`src/logic/aao_pkg.sv`:
```
// constants and types shared by the accumulator datapath files
package aao_pkg;
    // register byte offsets on the avalon slave
    localparam logic [7:0] AAO_CMD_OFS    = 8'h00;
    localparam logic [7:0] AAO_WREG_OFS   = 8'h04;
    localparam logic [7:0] AAO_STATUS_OFS = 8'h08;
    localparam logic [7:0] AAO_DIRA_OFS   = 8'h0c;
    localparam logic [7:0] AAO_DIRB_OFS   = 8'h10;
    localparam logic [7:0] AAO_DIRC_OFS   = 8'h14;
    localparam logic [7:0] AAO_FADDR_OFS  = 8'h18;
    localparam logic [7:0] AAO_FDATA_OFS  = 8'h1c;

    // command word fields
    localparam int AAO_CMD_OP_LSB = 0;
    localparam int AAO_CMD_D_BIT  = 3;
    localparam int AAO_CMD_F_LSB  = 4;
    localparam int AAO_CMD_K_LSB  = 16;

    // status bit positions
    localparam int AAO_STAT_C_BIT  = 0;
    localparam int AAO_STAT_DC_BIT = 1;
    localparam int AAO_STAT_Z_BIT  = 2;

    // direction-load operand selects
    localparam logic [6:0] AAO_SEL_PORT_A = 7'h05;
    localparam logic [6:0] AAO_SEL_PORT_B = 7'h06;
    localparam logic [6:0] AAO_SEL_PORT_C = 7'h07;

    // reset values and register file depth
    localparam logic [7:0] AAO_DIR_RST  = 8'hff;
    localparam logic [7:0] AAO_WREG_RST = 8'h00;
    localparam int         AAO_FILE_DEPTH = 128;

    typedef enum logic [2:0] {
        AAO_NO_OP                   = 3'h0,
        AAO_SUBTRACT_WITH_BORROW_OP = 3'h1,
        AAO_NIBBLE_SWAP_OP          = 3'h2,
        AAO_DIRECTION_LOAD_OP       = 3'h3,
        AAO_XOR_IMMEDIATE_OP        = 3'h4,
        AAO_XOR_FILE_OP             = 3'h5
    } aao_op_type;
endpackage : aao_pkg

```
`src/logic/aao_alu_if.sv`:
```
// operand and result bundle between the datapath core and its alu
`timescale 1ns/1ps
interface aao_alu_if;
    aao_pkg::aao_op_type op;
    logic [7:0]          f_val;
    logic [7:0]          w_val;
    logic [7:0]          k_val;
    logic                c_in;
    logic [7:0]          result;
    logic                c_out;
    logic                dc_out;
    logic                upd_z;
    logic                upd_cdc;

    modport core (output op, output f_val, output w_val, output k_val, output c_in,
                  input result, input c_out, input dc_out, input upd_z, input upd_cdc);
    modport alu  (input op, input f_val, input w_val, input k_val, input c_in,
                  output result, output c_out, output dc_out, output upd_z, output upd_cdc);
endinterface : aao_alu_if

```
`src/logic/aao_core.sv`:
```
// accumulator datapath for subtract-borrow, swap, direction load and xor
// Notes on behaviour
// - subtract w and inverted carry from file register
// - subtract result to w if d=0, else file
// - swap file register nibbles, flags untouched
// - swap result to w if d=0, else file
// - operand 5/6/7 loads port a/b/c direction
// - xor w with immediate into w, zero only
// - xor w with file, d selects destination
// - carry and digit carry mean no borrow
`timescale 1ns/1ps
module aao_core (
    input  wire logic        clk,
    input  wire logic        sys_rst,
    input  wire logic [7:0]  avs_address,
    input  wire logic        avs_read,
    input  wire logic        avs_write,
    input  wire logic [31:0] avs_writedata,
    input  wire logic [3:0]  avs_byteenable,
    output logic      [31:0] avs_readdata,
    output logic             avs_waitrequest,
    output logic      [7:0]  port_a_direction,
    output logic      [7:0]  port_b_direction,
    output logic      [7:0]  port_c_direction
);
    aao_alu_if alu_bus ();

    logic [7:0]  w_q;
    logic        c_q;
    logic        half_nibble_carry_flag_q;
    logic        z_q;
    logic [6:0]  faddr_q;
    logic        ack_q;
    logic [31:0] rdata_q;
    logic [7:0]  file_mem [aao_pkg::AAO_FILE_DEPTH];

    logic        wr_take;
    logic        exec;
    logic        dest_file;
    logic [6:0]  cmd_f;
    logic        wr_w_alu;
    logic        wr_f_alu;
    logic [31:0] rdata_d;

    aao_alu u_alu (
        .a (alu_bus.alu)
    );

    // one wait cycle per access keeps read data a plain flop
    assign avs_waitrequest = (avs_read | avs_write) & ~ack_q;

    always_ff @(posedge clk or posedge sys_rst) begin
        if (sys_rst) begin
            ack_q <= 1'b0;
        end else begin
            ack_q <= (avs_read | avs_write) & ~ack_q;
        end
    end

    // writes land on the edge where waitrequest is low; lane 0 must be enabled
    assign wr_take   = avs_write & ack_q & avs_byteenable[0];
    assign exec      = wr_take & (avs_address == aao_pkg::AAO_CMD_OFS);
    assign dest_file = avs_writedata[aao_pkg::AAO_CMD_D_BIT];
    assign cmd_f     = avs_writedata[aao_pkg::AAO_CMD_F_LSB +: 7];

    // alu operands come straight from the command word and current state
    always_comb begin
        alu_bus.op    = aao_pkg::aao_op_type'(avs_writedata[aao_pkg::AAO_CMD_OP_LSB +: 3]);
        alu_bus.f_val = file_mem[cmd_f];
        alu_bus.w_val = w_q;
        alu_bus.k_val = avs_writedata[aao_pkg::AAO_CMD_K_LSB +: 8];
        alu_bus.c_in  = c_q;
    end

    // destination steering; immediate xor always targets w
    always_comb begin
        wr_w_alu = 1'b0;
        wr_f_alu = 1'b0;
        if (exec) begin
            case (alu_bus.op)
                aao_pkg::AAO_SUBTRACT_WITH_BORROW_OP,
                aao_pkg::AAO_NIBBLE_SWAP_OP,
                aao_pkg::AAO_XOR_FILE_OP: begin
                    wr_w_alu = ~dest_file;
                    wr_f_alu = dest_file;
                end
                aao_pkg::AAO_XOR_IMMEDIATE_OP: begin
                    wr_w_alu = 1'b1;
                end
                default: begin
                    wr_w_alu = 1'b0;
                end
            endcase
        end
    end

    // accumulator: alu result or a direct bus write
    always_ff @(posedge clk or posedge sys_rst) begin
        if (sys_rst) begin
            w_q <= aao_pkg::AAO_WREG_RST;
        end else if (wr_w_alu) begin
            w_q <= alu_bus.result;
        end else if (wr_take && avs_address == aao_pkg::AAO_WREG_OFS) begin
            w_q <= avs_writedata[7:0];
        end
    end

    // flags: only ops that own a flag touch it, swap and direction load touch none
    always_ff @(posedge clk or posedge sys_rst) begin
        if (sys_rst) begin
            c_q                      <= 1'b0;
            half_nibble_carry_flag_q <= 1'b0;
            z_q                      <= 1'b0;
        end else if (exec) begin
            if (alu_bus.upd_cdc) begin
                c_q                      <= alu_bus.c_out;
                half_nibble_carry_flag_q <= alu_bus.dc_out;
            end
            if (alu_bus.upd_z) begin
                z_q <= (alu_bus.result == 8'h00);
            end
        end else if (wr_take && avs_address == aao_pkg::AAO_STATUS_OFS) begin
            c_q                      <= avs_writedata[aao_pkg::AAO_STAT_C_BIT];
            half_nibble_carry_flag_q <= avs_writedata[aao_pkg::AAO_STAT_DC_BIT];
            z_q                      <= avs_writedata[aao_pkg::AAO_STAT_Z_BIT];
        end
    end

    // direction registers load only from the accumulator; other operands are ignored
    always_ff @(posedge clk or posedge sys_rst) begin
        if (sys_rst) begin
            port_a_direction <= aao_pkg::AAO_DIR_RST;
            port_b_direction <= aao_pkg::AAO_DIR_RST;
            port_c_direction <= aao_pkg::AAO_DIR_RST;
        end else if (exec && alu_bus.op == aao_pkg::AAO_DIRECTION_LOAD_OP) begin
            if (cmd_f == aao_pkg::AAO_SEL_PORT_A) begin
                port_a_direction <= w_q;
            end
            if (cmd_f == aao_pkg::AAO_SEL_PORT_B) begin
                port_b_direction <= w_q;
            end
            if (cmd_f == aao_pkg::AAO_SEL_PORT_C) begin
                port_c_direction <= w_q;
            end
        end
    end

    // file pointer for bus access to the register file
    always_ff @(posedge clk or posedge sys_rst) begin
        if (sys_rst) begin
            faddr_q <= 7'h00;
        end else if (wr_take && avs_address == aao_pkg::AAO_FADDR_OFS) begin
            faddr_q <= avs_writedata[6:0];
        end
    end

    // register file has no reset: contents are data, not control
    always_ff @(posedge clk) begin
        if (wr_f_alu) begin
            file_mem[cmd_f] <= alu_bus.result;
        end else if (wr_take && avs_address == aao_pkg::AAO_FDATA_OFS) begin
            file_mem[faddr_q] <= avs_writedata[7:0];
        end
    end

    // read mux; unmapped offsets and the command word read as zero
    always_comb begin
        rdata_d = 32'h0000_0000;
        case (avs_address)
            aao_pkg::AAO_WREG_OFS:   rdata_d[7:0] = w_q;
            aao_pkg::AAO_STATUS_OFS: begin
                rdata_d[aao_pkg::AAO_STAT_C_BIT]  = c_q;
                rdata_d[aao_pkg::AAO_STAT_DC_BIT] = half_nibble_carry_flag_q;
                rdata_d[aao_pkg::AAO_STAT_Z_BIT]  = z_q;
            end
            aao_pkg::AAO_DIRA_OFS:   rdata_d[7:0] = port_a_direction;
            aao_pkg::AAO_DIRB_OFS:   rdata_d[7:0] = port_b_direction;
            aao_pkg::AAO_DIRC_OFS:   rdata_d[7:0] = port_c_direction;
            aao_pkg::AAO_FADDR_OFS:  rdata_d[6:0] = faddr_q;
            aao_pkg::AAO_FDATA_OFS:  rdata_d[7:0] = file_mem[faddr_q];
            default:                 rdata_d = 32'h0000_0000;
        endcase
    end

    // sampled in the wait cycle so data stands when waitrequest drops
    always_ff @(posedge clk or posedge sys_rst) begin
        if (sys_rst) begin
            rdata_q <= 32'h0000_0000;
        end else if (avs_read && !ack_q) begin
            rdata_q <= rdata_d;
        end
    end
    assign avs_readdata = rdata_q;

    // ---- checks ----
    logic       exp_nb;
    logic       exp_dc_nb;
    logic [7:0] exp_sub;
    // independent reference for subtract flags via magnitude compare
    always_comb begin
        exp_sub   = 8'(alu_bus.f_val - alu_bus.w_val - {7'h00, ~c_q});
        exp_nb    = {1'b0, alu_bus.f_val} >= ({1'b0, alu_bus.w_val} + {8'h00, ~c_q});
        exp_dc_nb = {1'b0, alu_bus.f_val[3:0]} >= ({1'b0, alu_bus.w_val[3:0]} + {4'h0, ~c_q});
    end
endmodule : aao_core

```
`src/logic/aao_alu.sv`:
```
// combinational alu for the accumulator instruction subset
`timescale 1ns/1ps
module aao_alu (
    aao_alu_if.alu a
);
    logic [8:0] sub_full;
    logic [4:0] sub_low;

    // subtract as f + ~w + carry: carry in is the inverse of the pending borrow
    always_comb begin
        sub_full  = {1'b0, a.f_val} + {1'b0, ~a.w_val} + {8'h00, a.c_in};
        sub_low   = {1'b0, a.f_val[3:0]} + {1'b0, ~a.w_val[3:0]} + {4'h0, a.c_in};
        a.result  = 8'h00;
        a.c_out   = sub_full[8];
        a.dc_out  = sub_low[4];
        a.upd_z   = 1'b0;
        a.upd_cdc = 1'b0;
        case (a.op)
            aao_pkg::AAO_SUBTRACT_WITH_BORROW_OP: begin
                a.result  = sub_full[7:0];
                a.upd_z   = 1'b1;
                a.upd_cdc = 1'b1;
            end
            aao_pkg::AAO_NIBBLE_SWAP_OP: begin
                a.result = {a.f_val[3:0], a.f_val[7:4]};
            end
            aao_pkg::AAO_XOR_IMMEDIATE_OP: begin
                a.result = a.w_val ^ a.k_val;
                a.upd_z  = 1'b1;
            end
            aao_pkg::AAO_XOR_FILE_OP: begin
                a.result = a.w_val ^ a.f_val;
                a.upd_z  = 1'b1;
            end
            default: begin
                a.result = a.w_val;  // direction load passes the accumulator through
            end
        endcase
    end
endmodule : aao_alu

```
`config.mk`:
```
export PLATFORM = sky130hd
export DESIGN_NAME = aao_core
export DESIGN_NICKNAME = d
export VERILOG_FILES = /design/src/logic/aao_pkg.sv /design/src/logic/aao_alu_if.sv /design/src/logic/aao_core.sv /design/src/logic/aao_alu.sv
export SDC_FILE = /design/constraint.sdc
export NUM_CORES = 2
export LEC_CHECK = 0
export BUFFER_PORTS_ARGS = -buffer_cell sky130_fd_sc_hd__buf_2
export CAP_MARGIN = 20
export CORE_AREA = 2 2 364 294
export CTS_BUF_LIST = sky130_fd_sc_hd__clkbuf_4 sky130_fd_sc_hd__clkbuf_8
export DETAILED_ROUTE_END_ITERATION = 8
export DIE_AREA = 0 0 366 296
export PLACE_DENSITY = 0.69
export RECOVER_POWER = 25
export SLEW_MARGIN = 20
export SYNTH_ARGS = -nofsm -noshare
export SYNTH_HDL_FRONTEND = slang
export SYNTH_SLANG_ARGS = --single-unit
```
`constraint.sdc`:
```
create_clock -name clk -period 10.45 [get_ports clk]
set_input_delay 1.045 -clock clk [delete_from_list [all_inputs] [get_ports clk]]
set_output_delay 1.045 -clock clk [all_outputs]
set_load 0.05 [all_outputs]
```
Word level (Yosys, flattened, before mapping)

Memory sizes are Yosys's and may differ from the RTL's.
Cells that the tools add are included.
Widths: inputs -> output; s select.

Bits of input ports: 48
Flip-flop bits (word level): 51
Logic and storage cells: 91
Memories kept: 1
Memory bits (writable): 1,024
Output and inout bits: 57

Reduce and logical (&&, ||, !) cells: 19
Multiplexer cells: 29
Bitwise logic cells: 11
Add/subtract/negate cells: 4
Eq/ne operators: 17

Memory list:

| memory   | depth | bits a word | rd ports | clocked after Yosys merged registers in | write ports | RTL line       | text |
|---|---|---|---|---|---|---|---|
| file_mem | 128   | 8           | 2        | 0                                       | 1           | aao_core.sv:35 | `logic [7:0] file_mem [aao_pkg::AAO_FILE_DEPTH];` |

Operator list:

| operator           | count |
|---|---|
| $eq 8x5->1 const B | 4 |
| $pmux 8 s4         | 1 |
| $mux 8             | 3 |
| $pmux 4 s6         | 1 |
| $eq 7x3->1 const B | 3 |
| $pmux 3 s7         | 1 |
| $mux 1             | 20 |
| $eq 8x4->1 const B | 2 |
| $logic_not 8->1    | 2 |
| $xor 8x8->8        | 2 |
| $reduce_and 2->1   | 5 |
| $add 8x8->9        | 1 |
| $add 9x1->9        | 1 |
| $eq 8x3->1 const B | 1 |
| $not 8->8          | 1 |
| $reduce_or 8->1    | 1 |
| $mux 7             | 1 |
| $eq 3x2->1 const B | 2 |
| $eq 3x3->1 const B | 2 |
| $logic_and 1x1->1  | 6 |
| $reduce_or 3->1    | 2 |
| $add 4x4->5        | 1 |
| $add 5x1->5        | 1 |
| $pmux 1 s5         | 1 |
| 9 further kinds    | 15 |

Logic depth before layout (Yosys ltp)

Depth in word-level cells: 8
Gate-level depth with buffers: 23
Mapped depth without buffers: 18

Modules after synthesis

From an unflattened synthesis, not the netlist that was laid out.

Cell total of the unflattened synthesis: 2,888
Area total of the unflattened synthesis: 52,429.0 um^2

By module, submodules not included:

| module   | area an instance (um^2) | cells each | seq. area each (um^2) | instances |
|---|---|---|---|---|
| aao_core | 51,464.4                | 2,743      | 32,055.7              | 1 |
| aao_alu  | 964.7                   | 145        | 0.0                   | 1 |

Worst setup path after synthesis

OpenSTA, ideal clock, no wires.

Path kind: input port to flip-flop
Start point: input port avs_writedata[4]
End point: memory file_mem[0][6], data pin
Arrival time: 8.090 ns
Buffers on the path: 2
Data required time: 9.558 ns
Setup slack: 1.467 ns
Cell stages on the path: 18
Path through: buf_6 buf_12 mux4_2 mux4_2 o22a_1 o22ai_2 inv_1 fa_1 fa_1 a21o_1 a21oi_1 o21bai_1 a21oi_1 xnor2_1 a22oi_1 o2bb2ai_1 nor3_1 a21oi_1

Cells in the longest elaborated chain, start to end: 5

RTL lines:

| item                 | RTL line       | text |
|---|---|---|
| start: declaration   | aao_core.sv:18 | `input wire logic [31:0] avs_writedata,` |
| $mem_v2 128x8 (*)    | n/a            |  |
| $add 8x8->9          | aao_alu.sv:11  | `sub_full = {1'b0, a.f_val} + {1'b0, ~a.w_val} + {8'h00, a.c_in};` |
| $add 9x1->9          | aao_alu.sv:11  |  |
| $pmux 8 s4 (*)       | aao_alu.sv:18  | `case (a.op)` |
| $mux 8 (no line) (*) | n/a            |  |
| end: declaration     | aao_core.sv:35 |  |

Mark *: on every way between the ends. The rest lies on a longest branch, timed or not.

Worst setup path in the final report

Start point: register faddr_q[0]
End point: memory file_mem[67][4] (enable)

Cells in the longest elaborated chain, start to end: 1

RTL lines:

| item                     | RTL line        | text |
|---|---|---|
| start: declaration       | aao_core.sv:32  | `logic [6:0] faddr_q;` |
| start signal: assignment | aao_core.sv:153 | `faddr_q <= avs_writedata[6:0];` |
| $mux 7 (no line)         | n/a             |  |

No other way between the ends.

==> results.yml <==
floorplanning:
  initial_core_util_pct: 49.3
  pin_count: 105
  die_h_um: 296
  dieWidth_um: 366
  coreArea_mm2: 0.105
  die_area_mm2: 0.108
  std_cell_rows: 107
critical_path:
  crit_path_max_incr_delay_ns: 2.76
  rr_worst_depth: 7
  end_kind: "register"
  cp.arrival_ns: 8.75
  reg2reg_setup_slack_ns: 2.20
  startpoint_type: "register"
  crit_family: "buffers and inverters"
  cp_slowest_cell: "clkbuf_2"
  worstReg2RegEnd: "file_mem[67][4]"
  cp.required_ns: 10.95
  path_class: "reg2reg"
  critical_path.cell_chain: "clkbuf_2 -> nor3b_1 -> a31oi_1 -> or2_2 -> nand2b_1 -> clkbuf_1 -> nor2_1"
  r2r-start: "faddr_q[0]"
  path_buf_inv: 2
  worstPathMaxFanout: 93
sta:
  finalCritPeriodShare_pct: 79.0
  setup_tns_ns: 0
  worst_pin_slew_ns: 3.72
  fmax_ghz: 0.121
  maxSlewHeadroom_pct: -148
  hold_viol_final: 0
  finClkSkew_ns: 0.0478
  final-max-slew-violation-count: 284
  rsz0062_at_grt: "no"
  min_period_ns: 8.25
  setup_viol: 0
synth:
  synth_edf_count: 1024
  syn_area_per_cell_um2: 18.3
  yosysMostFrequentCell: "edfxtp_1"
  synth_cells: 2839
  yosysTopAreaCell: "edfxtp_1"
  yosysSeqAreaShare_pct: 61.8
  synthDistinctLibCells: 79
  synth-async-reset-ratio_pct: 4.74
  synth_warnings: 0
  synth_top_cell_area_share_pct: 59.3
  synth_top_cells_by_count: "edfxtp_1 (1,024), mux4_2 (549), nor2_1 (185), nand2_1 (152), mux2i_1 (128)"
  synthFlopType: "edfxtp_1"
  synth_seq_cells: 1075
  syn_area_mm2: 0.0518
  synth_area_leaders: "edfxtp_1 (59%), mux4_2 (24%), mux2i_1 (2.5%)"
route:
  wl_per_cell_um: 35.3
  drc_errors: 0
  antenna_left: 0
  via_per_inst: 6.93
  wl_mm: 159
  drtPass1Iterations: 6
  vias: 31150
  first_iter_violations: 4828
clock_network:
  post_cts_resized: 0
  post_cts_buffers: 0
  path_clk_slew_ns: 0.06
  cts-htree-levels: 4
  clock_latency_ns: 0.89
  cts_sinks: 1075
  cts_buffers: 164
  tritoncts: "built"
  hold_buffers: 0
  ctsRootBufferMaster: "clkbuf_8"
  clockBufferDepth: 3
global_route:
  grtUsageTotal_pct: 29.3
  grt_antenna_before_repair: 8
  grt_max_degree: 129
  grt_pass1_vias: 30859
  grt_pass1_wl_mm: 224
  grt_overflow: 0
place:
  port_buffers: 64
  dp_hpwl_mm: 102
  gp_congestion: 0.950
  postPlaceCellArea_mm2: 0.0536
power_and_ir_drop:
  p_per_area_mw_per_mm2: 162
  irDropWorstVdd_uv: 158
  power_mw: 9.18
  p_leak_nw: 17.5
finish:
  finish.instance_area_mm2: 0.0568
  drive_gt1_share_pct: 32.6
  area_growth_pct: 9.64
  fillers: 8211
  layout.nets: 3005
status:
  violations: "capacitance limit, slew limit"
  status: "finished, violations left"
min_path:
  whs_path_depth: 3
  hp-class: "in2reg"
  whs_endpoint: "ack_q"
  hold_start: "avs_write"
flow_run:
  cap_violations: 9
-- power breakdown --
part,switching (mW),leakage [nW],internal [mW]
registers,0.00811,9.76,4.82
logic,0.519,6.06,0.222
clock network,1.69,1.72,1.92
-- logic make-up after synthesis --
logic type / synth area share, %
buffers and inverters: 2.61
and+or+nand+nor: 3.74
DFF: 61.8
AOI/OAI and AO/OA: 4.33
adders and majority gates: 0.246
xor gates and xnor gates: 0.203
other: 0.00723
muxes: 27.0
-- worst max path at each step --
stage,slack [ns],cells after the start,startpoint,end
after floorplan,1.47,18,avs_writedata[4],file_mem[0][6]
after global routing,1.57,7,faddr_q[0],file_mem[67][2]
after global placement,2.66,19,avs_writedata[4],file_mem[50][6]
after detailed placement,2.58,19,avs_writedata[4],file_mem[50][6]
after CTS,3.49,19,avs_writedata[4],file_mem[54][6]
final,2.20,7,faddr_q[0],file_mem[67][4]
-- metal layers --
metal / track usage, % / routed length, um
met1: 40.9 / 59600
met2: 42.5 / 69600
met3: 10.5 / 23200
met4: 11.3 / 6180
met5: 0 / 34
-- through the flow --
stage | worst slack (ns) | std cells | util, % | hold WS [ns]
after floorplan | 1.47 | 2862 | - | 0.478
final | 2.20 | 4492 | 54.0 | 0.467
after CTS | 3.49 | 4488 | 54.1 | 0.320
after detailed placement | 2.58 | 4197 | 51.0 | 0.470
after global placement | 2.66 | 4197 | 51.0 | 0.461
after global routing | 1.57 | 4491 | 54.0 | 0.494
-- tightest hold or removal path, stage by stage --
cell and delay [ns]:
buf_2 0.09, nor2_1 0.04, nor2_1 0.11
-- layout by cell type, fill, tap and decap left out, drive strengths merged, types with 5 or more instances in the layout --
cell type  count
nor3          12
ha             7
a21o           6
a31oi         12
nand2b        23
nand2        153
and2           6
nor2         185
or2            7
buf          100
nand3         22
mux2          33
clkinv        41
clkbuf       281
o21ai         74
mux2i        128
a221oi        24
a222oi         9
inv           27
a221o          5
bufinv         8
dfrtp         27
o22ai          7
and3           9
a22oi         50
xnor2         11
a211oi         9
o211ai         7
nand3b         8
o31ai          7
a21oi         71
dfstp         24
a22o           5
nor2b         13
clkinvlp       8
edfxtp      1024
mux4         549
conb          24
-- flip-flops by register name (all words and copies together) (netlist names), 7 cells and up --
signal            cells
file_mem           1024
alu_bus.w_val         8
avs_readdata          8
port_a_direction      8
port_b_direction      8
port_c_direction      8
faddr_q               7
-- cell type report --
class                   count  area (um^2)  share of cell area, %
multi-input cells        1533        18600                   32.8
clock inverters            61          505                  0.889
flip-flops and latches   1075        32100                   56.4
repair buffers            151          980                   1.72
well taps                1417         1770                   3.12
diodes                      2         5.00                0.00880
clock buffers             230         2800                   4.92
inverters                  23         86.3                  0.152
No activity file was read; power rests on OpenSTA's default activity.
